`config.mk`:
```
export PLATFORM = sky130hd
export DESIGN_NAME = dsr_status_regs
export DESIGN_NICKNAME = d
export VERILOG_FILES = /design/src/dsr_pkg.sv /design/src/dsr_status_regs.sv /design/src/dsr_flag_pack.sv
export SDC_FILE = /design/constraint.sdc
export NUM_CORES = 1
export LEC_CHECK = 0
export ABC_AREA = 0
export BUFFER_PORTS_ARGS = -buffer_cell sky130_fd_sc_hd__clkbuf_2
export CORE_MARGIN = 2
export CORE_UTILIZATION = 40
export CTS_CLUSTER_DIAMETER = 60
export DETAILED_ROUTE_END_ITERATION = 7
export GPL_ROUTABILITY_DRIVEN = 0
export PLACE_DENSITY = 0.66
export SLEW_MARGIN = 15
export SYNTH_ARGS = -nofsm -noshare
export SYNTH_HDL_FRONTEND = slang
export SYNTH_SLANG_ARGS = --single-unit
```
`constraint.sdc`:
```
create_clock -name ref_clk_in -period 1.15 [get_ports ref_clk_in]
set_clock_uncertainty 0.1 [all_clocks]
set_input_delay 0.2875 -clock ref_clk_in [delete_from_list [all_inputs] [get_ports ref_clk_in]]
set_output_delay 0.2875 -clock ref_clk_in [all_outputs]
set_load 0.005 [all_outputs]
```
`src/dsr_pkg.sv`:
```
package dsr_pkg;

  // Parameter word addresses seen on the communication port.
  localparam logic [15:0] ADDR_MONITOR_WORD = 16'h0058;
  localparam logic [15:0] ADDR_MONITOR_SEL  = 16'h005a;
  localparam logic [15:0] ADDR_STATUS_FLAGS = 16'h005c;
  localparam logic [15:0] ADDR_RENEW_CMD    = 16'h0062;
  localparam logic [15:0] ADDR_ABS_STATUS   = 16'h0064;
  localparam logic [15:0] ADDR_ABS_TURNS    = 16'h0066;

  // Reset values.
  localparam logic [31:0] RST_MONITOR_WORD  = 32'h0000_0000;
  localparam logic [15:0] RST_MONITOR_SEL   = 16'h0000;
  localparam logic [15:0] RST_RENEW_CMD     = 16'h0000;
  localparam logic [15:0] RST_ABS_STATUS    = 16'h0000;
  localparam logic [31:0] RST_ABS_TURNS     = 32'h0000_0000;
  localparam logic [15:0] RST_STATUS_FLAGS  = 16'h0000;

  // Legal ranges and renew codes.
  localparam logic [15:0] MONITOR_SEL_MAX   = 16'h007f;
  localparam logic [15:0] RENEW_NONE        = 16'h0000;
  localparam logic [15:0] RENEW_ONLY        = 16'h0001;
  localparam logic [15:0] RENEW_AND_CLEAR   = 16'h0002;

  // Field positions of the status flag word and the absolute field width.
  localparam int FLAG_HOMING_POS  = 8;
  localparam int FLAG_PREWARN_POS = 9;
  localparam int FLAG_WARNING_POS = 10;
  localparam int ABS_FIELD_WIDTH  = 5;

  // Live drive conditions feeding the status flag word.
  typedef struct packed {
    logic drive_ready_flag;
    logic energised_flag;
    logic zero_velocity_flag;
    logic velocity_reached_flag;
    logic position_done_flag;
    logic torque_clamp_flag;
    logic alarm_flag;
    logic brake_output_flag;
    logic homing_done_flag;
    logic overload_prewarn_flag;
    logic drive_warning;
    logic cw_limit;
    logic ccw_limit;
    logic emergency_stop;
    logic undervoltage;
    logic comm_error;
  } dsr_drive_cond_s;

  // Encoder-side absolute conditions, bit 4 down to bit 0.
  typedef struct packed {
    logic coord_unset;
    logic puu_overflow;
    logic multiturn_overflow;
    logic battery_low;
    logic position_lost;
  } dsr_abs_cond_s;

  // Host parameter access request.
  typedef struct packed {
    logic        rd;
    logic        wr;
    logic [15:0] addr;
    logic [31:0] wdata;
  } dsr_req_s;

  // Answer to a parameter access.
  typedef struct packed {
    logic        ack;
    logic        err;
    logic [31:0] rdata;
  } dsr_rsp_s;

endpackage : dsr_pkg

```
`src/dsr_status_regs.sv`:
```
`timescale 1ns/100ps
// Summary of operation
// - The 32-bit monitor word mirrors the monitored value and resets to 0.
// - The selector takes 0 to 127 and picks what is monitored; reset is 0.
// - Flags 0-7: ready, on, zero spd, at spd, in pos, torque, alarm, brake.
// - Flag 8 is homing done, 9 is overload prewarn, 11 to 15 are reserved.
// - Flag 10 is any warning, limit, stop, undervoltage or link error.
// - Renew takes 0 to 2; writing 1 only refreshes the absolute results.
// - Writing 2 also clears the position error, making position the target.
// - Absolute status bit 0 is 1 when the absolute position is lost.
// - Absolute status bit 1 is 1 when the backup battery is low.
// - Absolute status bit 2 is 1 when the multiturn count has overflowed.
// - Absolute status bit 3 is 1 when the user-unit count has overflowed.
// - Absolute status bit 4 is 1 while the coordinate system is not set.
// - Absolute status bits 5 to 15 read zero; the word stays within 0x1f.
// - Turns result: encoder turns when counting pulses, zero in user units.
module dsr_status_regs
(
  input  wire logic                     ref_clk_in,
  input  wire logic                     arst_n_in,
  input  wire dsr_pkg::dsr_req_s        req_in,
  input  wire logic [31:0]              monitor_value_in,
  input  wire dsr_pkg::dsr_drive_cond_s drive_cond_in,
  input  wire dsr_pkg::dsr_abs_cond_s   abs_cond_in,
  input  wire logic [31:0]              encoder_turns_in,
  input  wire logic                     position_source_select_in,
  output dsr_pkg::dsr_rsp_s             rsp_out,
  output logic [15:0]                   monitor_sel_out,
  output logic [15:0]                   status_flags_out,
  output logic                          renew_pulse_out,
  output logic                          pos_err_clear_out
);

  typedef struct packed {
    logic [31:0]       monitor_word;
    logic [15:0]       monitor_sel;
    logic [15:0]       renew_cmd;
    logic [15:0]       abs_status;
    logic [31:0]       abs_turns;
    logic              renew_pulse;
    logic              clear_pulse;
    dsr_pkg::dsr_rsp_s rsp;
  } dsr_reg_state_s;

  dsr_reg_state_s state_ff;
  dsr_reg_state_s nxt_state;
  logic [15:0]    flags_w;
  logic           wr_ok;
  logic           hit;

  ////////////////////////////////////////////////////////////////////////
  // Status flag word assembly.

  // Packs the live drive conditions into the flag word.
  dsr_flag_pack u_flag_pack
  (
    .ref_clk_in (ref_clk_in),
    .arst_n_in  (arst_n_in),
    .cond_in    (drive_cond_in),
    .flags_out  (flags_w)
  );

  ////////////////////////////////////////////////////////////////////////
  // Next-state logic for the parameters and the access answer.

  // Decodes the access, applies writes and builds the one-cycle answer.
  always_comb
  begin
    nxt_state = state_ff;
    nxt_state.renew_pulse = 1'b0;
    nxt_state.clear_pulse = 1'b0;
    nxt_state.rsp = '0;
    wr_ok = 1'b0;
    hit = 1'b1;
    // The monitor word follows whatever quantity the selector picks.
    nxt_state.monitor_word = monitor_value_in;
    case (req_in.addr)
      dsr_pkg::ADDR_MONITOR_WORD:
        nxt_state.rsp.rdata = state_ff.monitor_word;
      dsr_pkg::ADDR_MONITOR_SEL:
      begin
        nxt_state.rsp.rdata = {16'h0000, state_ff.monitor_sel};
        wr_ok = (req_in.wdata <= {16'h0000, dsr_pkg::MONITOR_SEL_MAX});
        if (req_in.wr && wr_ok)
          nxt_state.monitor_sel = req_in.wdata[15:0];
      end
      dsr_pkg::ADDR_STATUS_FLAGS:
        nxt_state.rsp.rdata = {16'h0000, flags_w};
      dsr_pkg::ADDR_RENEW_CMD:
      begin
        nxt_state.rsp.rdata = {16'h0000, state_ff.renew_cmd};
        wr_ok = (req_in.wdata <= {16'h0000, dsr_pkg::RENEW_AND_CLEAR});
        if (req_in.wr && wr_ok)
        begin
          nxt_state.renew_cmd = req_in.wdata[15:0];
          if (req_in.wdata[15:0] != dsr_pkg::RENEW_NONE)
          begin
            // Refresh the absolute results from the encoder side.
            nxt_state.renew_pulse = 1'b1;
            nxt_state.abs_status =
              {11'h000, abs_cond_in};
            nxt_state.abs_turns =
              position_source_select_in ? 32'h0000_0000
                                        : encoder_turns_in;
          end
          nxt_state.clear_pulse =
            (req_in.wdata[15:0] == dsr_pkg::RENEW_AND_CLEAR);
        end
      end
      dsr_pkg::ADDR_ABS_STATUS:
        nxt_state.rsp.rdata = {16'h0000, state_ff.abs_status};
      dsr_pkg::ADDR_ABS_TURNS:
        nxt_state.rsp.rdata = state_ff.abs_turns;
      default:
        hit = 1'b0;
    endcase
    if (req_in.rd || req_in.wr)
    begin
      nxt_state.rsp.ack = 1'b1;
      // Unmapped addresses and out-of-range or read-only writes are refused.
      nxt_state.rsp.err = !hit || (req_in.wr && !wr_ok);
      if (!req_in.rd)
        nxt_state.rsp.rdata = 32'h0000_0000;
    end
    else
    begin
      nxt_state.rsp.rdata = 32'h0000_0000;
    end
  end

  // Registers the whole state.
  always_ff @(posedge ref_clk_in or negedge arst_n_in)
  begin
    if (!arst_n_in)
    begin
      state_ff.monitor_word <= dsr_pkg::RST_MONITOR_WORD;
      state_ff.monitor_sel  <= dsr_pkg::RST_MONITOR_SEL;
      state_ff.renew_cmd    <= dsr_pkg::RST_RENEW_CMD;
      state_ff.abs_status   <= dsr_pkg::RST_ABS_STATUS;
      state_ff.abs_turns    <= dsr_pkg::RST_ABS_TURNS;
      state_ff.renew_pulse  <= 1'b0;
      state_ff.clear_pulse  <= 1'b0;
      state_ff.rsp          <= '0;
    end
    else
    begin
      state_ff <= nxt_state;
    end
  end

  // Outputs come straight from the state flip-flops; the flag word comes from those of u_flag_pack.
  assign rsp_out           = state_ff.rsp;
  assign monitor_sel_out   = state_ff.monitor_sel;
  assign status_flags_out  = flags_w;
  assign renew_pulse_out   = state_ff.renew_pulse;
  assign pos_err_clear_out = state_ff.clear_pulse;

  ////////////////////////////////////////////////////////////////////////
  // Checks.

  property p_monitor_mirror;
    @(posedge ref_clk_in) disable iff (!arst_n_in)
    req_in.rd && req_in.addr == dsr_pkg::ADDR_MONITOR_WORD
    |=> rsp_out.rdata == $past(monitor_value_in, 2);
  endproperty
  a_monitor_mirror: assert property (p_monitor_mirror)
    else $error("Monitor word does not follow the monitored value.");

  property p_sel_range;
    @(posedge ref_clk_in) disable iff (!arst_n_in)
    req_in.wr && req_in.addr == dsr_pkg::ADDR_MONITOR_SEL &&
    req_in.wdata > 32'h0000_007f
    |=> $stable(monitor_sel_out) && rsp_out.err;
  endproperty
  a_sel_range: assert property (p_sel_range)
    else $error("Out-of-range selector write was accepted.");

  property p_low_flags;
    @(posedge ref_clk_in) disable iff (!arst_n_in)
    ##1 status_flags_out[7:0] == {$past(drive_cond_in.brake_output_flag),
      $past(drive_cond_in.alarm_flag), $past(drive_cond_in.torque_clamp_flag),
      $past(drive_cond_in.position_done_flag),
      $past(drive_cond_in.velocity_reached_flag),
      $past(drive_cond_in.zero_velocity_flag),
      $past(drive_cond_in.energised_flag),
      $past(drive_cond_in.drive_ready_flag)};
  endproperty
  a_low_flags: assert property (p_low_flags)
    else $error("Low status flags do not match the drive conditions.");

  property p_high_flags;
    @(posedge ref_clk_in) disable iff (!arst_n_in)
    drive_cond_in.homing_done_flag && !drive_cond_in.overload_prewarn_flag
    |=> status_flags_out[9:8] == 2'b01 && status_flags_out[15:11] == 5'h00;
  endproperty
  a_high_flags: assert property (p_high_flags)
    else $error("Homing, prewarn or reserved flag bits are wrong.");

  property p_warning;
    @(posedge ref_clk_in) disable iff (!arst_n_in)
    (drive_cond_in.emergency_stop || drive_cond_in.comm_error ||
     drive_cond_in.cw_limit) |=> status_flags_out[10];
  endproperty
  a_warning: assert property (p_warning)
    else $error("Warning flag missed a warning condition.");

  property p_renew_only;
    @(posedge ref_clk_in) disable iff (!arst_n_in)
    req_in.wr && req_in.addr == dsr_pkg::ADDR_RENEW_CMD &&
    req_in.wdata == 32'h0000_0001
    |=> renew_pulse_out && !pos_err_clear_out ##1 !renew_pulse_out;
  endproperty
  a_renew_only: assert property (p_renew_only)
    else $error("Renew code one gave a wrong pulse pattern.");

  property p_renew_clear;
    @(posedge ref_clk_in) disable iff (!arst_n_in)
    req_in.wr && req_in.addr == dsr_pkg::ADDR_RENEW_CMD &&
    req_in.wdata == 32'h0000_0002
    |=> renew_pulse_out && pos_err_clear_out;
  endproperty
  a_renew_clear: assert property (p_renew_clear)
    else $error("Renew code two did not clear the position error.");

  property p_abs_capture;
    @(posedge ref_clk_in) disable iff (!arst_n_in)
    renew_pulse_out |-> state_ff.abs_status[4:0] == $past(abs_cond_in);
  endproperty
  a_abs_capture: assert property (p_abs_capture)
    else $error("Absolute status bits do not match the captured state.");

  property p_abs_reserved;
    @(posedge ref_clk_in) disable iff (!arst_n_in)
    req_in.rd && req_in.addr == dsr_pkg::ADDR_ABS_STATUS
    |=> rsp_out.rdata <= 32'h0000_001f;
  endproperty
  a_abs_reserved: assert property (p_abs_reserved)
    else $error("Absolute status word exceeds its legal range.");

  property p_turns_puu;
    @(posedge ref_clk_in) disable iff (!arst_n_in)
    renew_pulse_out && $past(position_source_select_in)
    |-> state_ff.abs_turns == 32'h0000_0000;
  endproperty
  a_turns_puu: assert property (p_turns_puu)
    else $error("Turns result is not zero in user-unit mode.");

endmodule : dsr_status_regs

```
`src/dsr_flag_pack.sv`:
```
`timescale 1ns/100ps
module dsr_flag_pack
(
  input  wire logic                     ref_clk_in,
  input  wire logic                     arst_n_in,
  input  wire dsr_pkg::dsr_drive_cond_s cond_in,
  output logic [15:0]                   flags_out
);

  typedef struct packed {
    logic [15:0] flags;
  } dsr_pack_state_s;

  dsr_pack_state_s state_ff;
  dsr_pack_state_s nxt_state;

  // Packs the live conditions into the flag word, reserved bits held low.
  always_comb
  begin
    nxt_state = '0;
    nxt_state.flags[0] = cond_in.drive_ready_flag;
    nxt_state.flags[1] = cond_in.energised_flag;
    nxt_state.flags[2] = cond_in.zero_velocity_flag;
    nxt_state.flags[3] = cond_in.velocity_reached_flag;
    nxt_state.flags[4] = cond_in.position_done_flag;
    nxt_state.flags[5] = cond_in.torque_clamp_flag;
    nxt_state.flags[6] = cond_in.alarm_flag;
    nxt_state.flags[7] = cond_in.brake_output_flag;
    nxt_state.flags[dsr_pkg::FLAG_HOMING_POS] =
      cond_in.homing_done_flag;
    nxt_state.flags[dsr_pkg::FLAG_PREWARN_POS] =
      cond_in.overload_prewarn_flag;
    nxt_state.flags[dsr_pkg::FLAG_WARNING_POS] =
      cond_in.drive_warning | cond_in.cw_limit | cond_in.ccw_limit |
      cond_in.emergency_stop | cond_in.undervoltage |
      cond_in.comm_error;
  end

  // Registers the packed word.
  always_ff @(posedge ref_clk_in or negedge arst_n_in)
  begin
    if (!arst_n_in)
      state_ff <= '{flags: dsr_pkg::RST_STATUS_FLAGS};
    else
      state_ff <= nxt_state;
  end

  assign flags_out = state_ff.flags;

endmodule : dsr_flag_pack

```
==> results.tsv, run 1 <==
metric	value	unit
Reg clk slew, reported paths	0.06	ns
critical path arrival	2.63	ns
port bufs	200	
reg2reg start	monitor_sel_out[11]	
Hold WS	0.0205	ns
Final HPWL DP	12500	µm
Vias/cell	5.03	
Hold Startpoint	abs_cond_in[4]	
fin crit period	2.43	ns
Adder-Cell Fraction of Synth Area	0	
H-tree levels	4	
post-route antenna net violation count	0	
Ys Warns	0	
fraction of layout cells with a size suffix above 1	0.555	
Post-synth EDFFs	0	
fin nets	953	
Crit. End Element	register	
R2R Setup Slk	-0.26	ns
post-synthesis xor/xnor area fraction	0	
fin crit share	2.11	
synthesized cell area	6170	µm²
GRT Util Overall	0.232	
die width	128	µm
largest family of logic cells by synthesized area	simple AND/OR/NAND/NOR gates	
launching element type of the critical path	input port	
Ports	206	
critical path type	input port to register	
failing checks	negative setup slack	
layer with the highest usage	met2	
# DRC	0	
fill cell count	1104	
Die Y	128	µm
1st-iter DRT viols	291	
count leader, synth	dfrtp_1	
first-pass GRT wire length	28600	µm
number of global-route vias before repair	5583	
clock sink count	148	
die footprint	16400	µm²
Routed WL per cell	18.8	µm
final setup margin	-1.28	ns
run status	complete, but fails checks	
Synth Flop Type	dfrtp_1	
critical path startpoint	req_in[3]	
P_leak	4.80	nW
worst skew pair latency	0.42	ns
area leader, netlist	dfrtp_1	
TritonCTS buffer count	17	
HP Class	input port to register	
post-synthesis compound-gate area fraction	0.0746	
unrepaired setup endpoints after global routing	true	
placed insts	875	
post-synthesis mux area share	0.110	
clock buffer depth	2	
Total Routed Length	19100	µm
Max Cap Viol	0	
GR Util met2	0.400	
total grt overflow	0	
mean post-synth cell area	12.5	µm²
PwrDens	1160	nW/µm²
Synth area leaders	dfrtp_1 (60%), mux2_2 (8.9%), buf_4 (6.7%)	
Yosys reg bits	148	
Max Slew Vio Count	0	
Commonest cells post-synth	dfrtp_1 (148), buf_4 (55), mux2_2 (49)	
WP data required	1.35	ns
CP endpoint	state_ff[40]	
Synth cell types	39	
Cells after Synth	494	
core area	15100	µm²
Vias	5113	
reg2reg end	rsp_out[11]	
GRT met3 Usage	0.0472	
Max VDD drop	1.12	mV
Synth top area share	0.600	
Area Overhead vs Synth	57.9	%
row count	45	
pin count of the biggest net entering global routing	28	
Initial Util	0.408	
M1 GR Usage	0.272	
final hold violations	0	
achievable frequency	412	MHz
first drt pass iteration count	6	
sequential area share after synthesis	0.600	
CP Max Fanout	8	
initial antenna violation count	0	
Setup-failing EPs final	167	
FFs w/ async S/R, synth	1.00	
Post-Synth Simple-Gate Area	0.129	
Finished Layout Cells	1016	
reg2reg path depth	4	
CTS tree	yes	
root buffer cell	clkbuf_16	
[power by group]
group / switching (mW) / total, mW / leakage [nW] / internal (mW)
combinational: 0.425 / 0.973 / 2.57 / 0.548
clock: 2.07 / 5.07 / 0.266 / 3.00
sequential: 0.0288 / 5.32 / 1.96 / 5.29
total: 2.52 / 11.4 / 4.80 / 8.83
[flip-flops by register name, indices dropped and copies added (netlist names)]
register               count
state_ff                  85
u_flag_pack.flags_out     11
renew_pulse_out            1
rsp_out                   34
pos_err_clear_out          1
monitor_sel_out           16
[per-layer routing]
layer / up-vias / wire length [µm]
li1: 2316 / -
met1: 2536 / 7420
met2: 206 / 9930
met3: 55 / 910
met4: 0 / 852
met5: - / 0
[cells in the final DEF, fill, tap and decap left out, types with 6 or more instances in the layout]
| cell type | netlist | routed |
|---|---|---|
| nor2b_1 | 42 | 41 |
| clkbuf_2 | 0 | 194 |
| a32oi_1 | 6 | 6 |
| nand2_1 | 9 | 6 |
| mux2_4 | 0 | 31 |
| a21oi_1 | 22 | 15 |
| nor2_1 | 35 | 30 |
| a21oi_2 | 0 | 6 |
| buf_6 | 3 | 24 |
| clkinv_2 | 0 | 6 |
| clkbuf_16 | 0 | 19 |
| mux2_2 | 49 | 18 |
| dlygate4sd3_1 | 0 | 53 |
| a22oi_1 | 26 | 24 |
| buf_4 | 55 | 81 |
| buf_12 | 0 | 13 |
| dfrtp_1 | 148 | 148 |
| mux2i_1 | 13 | 13 |
| and2_4 | 0 | 14 |
[per-stage QoR]
| stage | setup WS, ns | utilization | power, mW | area, µm² | setup TNS, ns |
|---|---|---|---|---|---|
| 3_3_place_gp | -1.69 | 0.504 | 6.11 | 7630 | -124.00 |
| 6_report | -1.28 | 0.644 | 11.4 | 9750 | -87.57 |
| 4_1_cts | -1.26 | 0.619 | 11.4 | 9370 | -88.82 |
| 2_1_floorplan | -1.66 | - | 5.57 | 6370 | -106.33 |
| 3_5_place_dp | -1.74 | 0.504 | 6.13 | 7630 | -127.53 |
| 5_1_grt | -1.29 | 0.644 | 11.8 | 9750 | -93.97 |
[final cells by class]
class / instances / area, µm² / area share
diodes: 1 / 2.50 / 0.000257
well taps: 188 / 235 / 0.0241
inverters: 2 / 7.51 / 0.000770
repair buffers: 375 / 2840 / 0.291
clock inverters: 10 / 85.1 / 0.00873
flip-flops and latches: 148 / 3700 / 0.380
multi-input cells: 271 / 2430 / 0.249
clock buffers: 21 / 450 / 0.0462
[critical path, cell delays in order]
cell	delay (ns)
buf_6	0.09
or4_4	0.53
or3_4	0.35
or4b_4	0.50
nor3_4	0.21
buf_12	0.16
clkbuf_16	0.16
mux2_2	0.33
[kinds of logic after synthesis]
group | count (synthesis)
buffers and inverters | 79
other | 1
DFF | 148
muxes | 62
and+or+nand+nor | 138
AOI/OAI and AO/OA | 66
[how the worst min path moves through the flow]
stage               cells past startpoint            endpoint  slack, ns
finish                                  2        state_ff[72]       0.02
global route                            2        state_ff[72]      0.002
CTS                                     2        state_ff[72]      0.002
detailed placement                      1  monitor_sel_out[3]       0.10
global placement                        1  monitor_sel_out[2]       0.10
floorplan                               0  monitor_sel_out[0]      -0.11
[timing repair]
action,CTS,global route
gates cloned,4,2
resized for setup,61,73
hold buffers,53,0
buffers inserted,44,13
pin swaps,17,46
endpoints found under the hold margin,195,0
endpoints found under the setup margin,167,168
No activity file was read; power rests on OpenSTA's default activity.
==> inputs of run 2 (changes only) <==
--- a/config.mk
+++ b/config.mk
@@ -5,7 +5,7 @@
 export SDC_FILE = /design/constraint.sdc
 export NUM_CORES = 1
 export LEC_CHECK = 0
-export ABC_AREA = 0
+export ABC_AREA = 1
 export BUFFER_PORTS_ARGS = -buffer_cell sky130_fd_sc_hd__clkbuf_2
 export CORE_MARGIN = 2
 export CORE_UTILIZATION = 40
==> run 2 against run 1 <==
  * The flow still finishes with violations (negative setup slack)
  * Critical path depth increased by 4
  * Largest power group unchanged
  * Critical endpoint is now rsp_out[19]
  * Sequential power about the same
  * Combinational power decreased by 6.2%
  * Final area increased by 7.8%
  * Flip-flop and latch count unchanged
  * Critical path type unchanged
==> results.tsv, run 2 <==
metric	value	unit
Setup-failing EPs final	167	
Max Slew Vio Count	0	
Routed WL per cell	15.1	µm
worst-path cell chain	buf_6 -> nor2_4 -> nand2_2 -> nor2_4 -> buf_6 -> buf_6 -> and2_4 -> nor2_4 -> nand2_2 -> nand2_4 -> clkbuf_16 -> nor2_4	
root buffer cell	clkbuf_16	
Commonest cells post-synth	nand2_1 (215), dfrtp_1 (148), nor2_1 (81)	
unrepaired setup endpoints after global routing	true	
first drt pass iteration count	5	
Die Y	130	µm
final hold violations	0	
FFs w/ async S/R, synth	1.00	
area of the multi-input gates	2700	µm²
critical path type	input port to register	
port bufs	200	
mean post-synth cell area	9.08	µm²
Comb power frac	0.081	
post-route antenna net violation count	0	
Crit. End Element	register	
max FFs per register	85	
1st-iter DRT viols	271	
failing checks	negative setup slack	
initial antenna violation count	0	
Finished Cell Area	10500	µm²
# diodes	0	
Total Routed Length	18900	µm
# DRC	0	
count leader, synth	nand2_1	
number of global-route vias before repair	5771	
Synth top area share	0.582	
TNS Setup	-26.34	ns
final setup margin	-0.255	ns
first-pass GRT wire length	28000	µm
worst skew pair latency	0.42	ns
sequential area share after synthesis	0.582	
Initial Util	0.405	
Max VDD drop	0.984	mV
FF/Latch Area	3700	µm²
CP Max Fanout	6	
clock network fraction of design power	0.450	
Crit-path slowest cell	clkbuf_16	
Post-synth EDFFs	0	
row count	46	
Vias	5700	
Area Overhead vs Synth	65.2	%
Vias/cell	4.55	
clock buffer depth	2	
pin count of the biggest net entering global routing	49	
fin crit period	1.41	ns
Yosys reg bits	148	
launching element type of the critical path	input port	
Synth cell types	24	
clock sink count	148	
GRT Util Overall	0.219	
Biggest register	state_ff	
PwrDens	1080	nW/µm²
fill cell count	1192	
Ports	206	
area leader, netlist	dfrtp_1	
Synth Flop Type	dfrtp_1	
P_leak	5.34	nW
H-tree levels	4	
die footprint	16900	µm²
fin crit share	1.22	
Sw Ratio	0.229	
Cells after Synth	701	
Reg clk slew, reported paths	0.06	ns
Sw Pwr	2.60	mW
core area	15700	µm²
die width	130	µm
HP Class	input port to register	
WP data required	1.40	ns
P_int	8.74	mW
total grt overflow	0	
Final HPWL DP	11600	µm
Seq pwr share	0.469	
synthesized cell area	6360	µm²
fin nets	1162	
placed insts	1094	
Crit path top cell by count	nor2_4	
Ys Warns	0	
TritonCTS buffer count	17	
Crit path largest cell delay	0.20	ns
Overall Power	11.3	mW
fraction of layout cells with a size suffix above 1	0.543	
run status	complete, but fails checks	
commonest cells after routing, fill and taps aside	clkbuf_2 (190), dfrtp_1 (148), nand2_1 (128)	
achievable frequency	712	MHz
CTS tree	yes	
Placement Cell Area	7760	µm²
Max Cap Viol	0	
most common cell after layout, fill and taps aside	clkbuf_2	
critical path arrival	1.66	ns
Finished Layout Cells	1252	
Synth area leaders	dfrtp_1 (58%), nand2_1 (13%), buf_4 (6.8%)	
## run 2: changes by cell type after synthesis, moves of 20 or more
| cell | change |
|---|---|
| nor2b_1 | -42 |
| inv_1 | +60 |
| o21ai_2 | +20 |
| nand2_1 | +206 |
| nor2_1 | +46 |
| mux2_2 | -49 |
## run 2: logic make-up (layout without fill, tap and decap cells)
group	after synthesis	count (layout)	share of synthesized area
compound gates	73	73	0.0755
buf+inv	141	472	0.126
flops	148	148	0.582
other cells	1	5	0.000589
simple gates	338	338	0.215
## run 2: critical path: cells and delay by family
kind	cells	cell delay, ns
simple gates	8	0.84
buf+inv	4	0.54
## run 2: final cells by class
cell class	count	area share
Clock buffer	19	0.0412
Sequential cell	148	0.352
Timing Repair Buffer	379	0.290
Tap cell	216	0.0257
Multi-Input combinational cell	416	0.257
Clock inverter	12	0.0104
Inverter	62	0.0236
## run 2: through the flow
stage,setup WS [ns],hold slack (ns),util
6_report,-0.255,0.00729,0.669
5_1_grt,-0.335,0.00524,0.669
4_1_cts,-0.241,0.000326,0.626
3_5_place_dp,-0.635,0.0417,0.494
3_3_place_gp,-0.627,0.0446,0.494
2_1_floorplan,-0.353,-0.108,-
## run 2: final timing paths
path,start,to,slack [ns],cells after the start
max,req_in[44],rsp_out[19],-0.26,12
min,encoder_turns_in[8],state_ff[44],0.007,3
min in group asynchronous,arst_n_in,u_flag_pack.flags_out[1],0.18,2
max in group asynchronous,arst_n_in,rsp_out[17],0.24,3
max reg2reg,u_flag_pack.flags_out[10],rsp_out[10],-0.11,6
min reg2reg,state_ff[86],state_ff[86],0.38,2
## run 2: routing by layer
metal / routed length, µm / GRT usage / vias to the layer above
li1: - / - / 2754
met1: 7800 / 0.260 / 2763
met2: 9920 / 0.392 / 151
met3: 729 / 0.0455 / 32
met4: 420 / 0.0784 / 0
met5: 0 / 0 / -
## run 2: power groups by stage
stage	combinational, mW	sequential [mW]	clock [mW]
3_3_place_gp	0.636	5.41	0
3_5_place_dp	0.640	5.41	0
2_1_floorplan	0.148	5.41	0
5_1_grt	1.00	5.33	5.44
6_report	0.913	5.32	5.10
4_1_cts	0.864	5.32	5.19
## run 2: repair_timing
action | 4_1_cts | 5_1_grt
gates resized for setup | 116 | 158
hold buffers | 67 | 0
cloned | 9 | 4
setup buffers | 36 | 13
pin swaps | 17 | 45
endpoints found under the hold margin | 209 | 0
endpoints found under the setup margin | 167 | 167
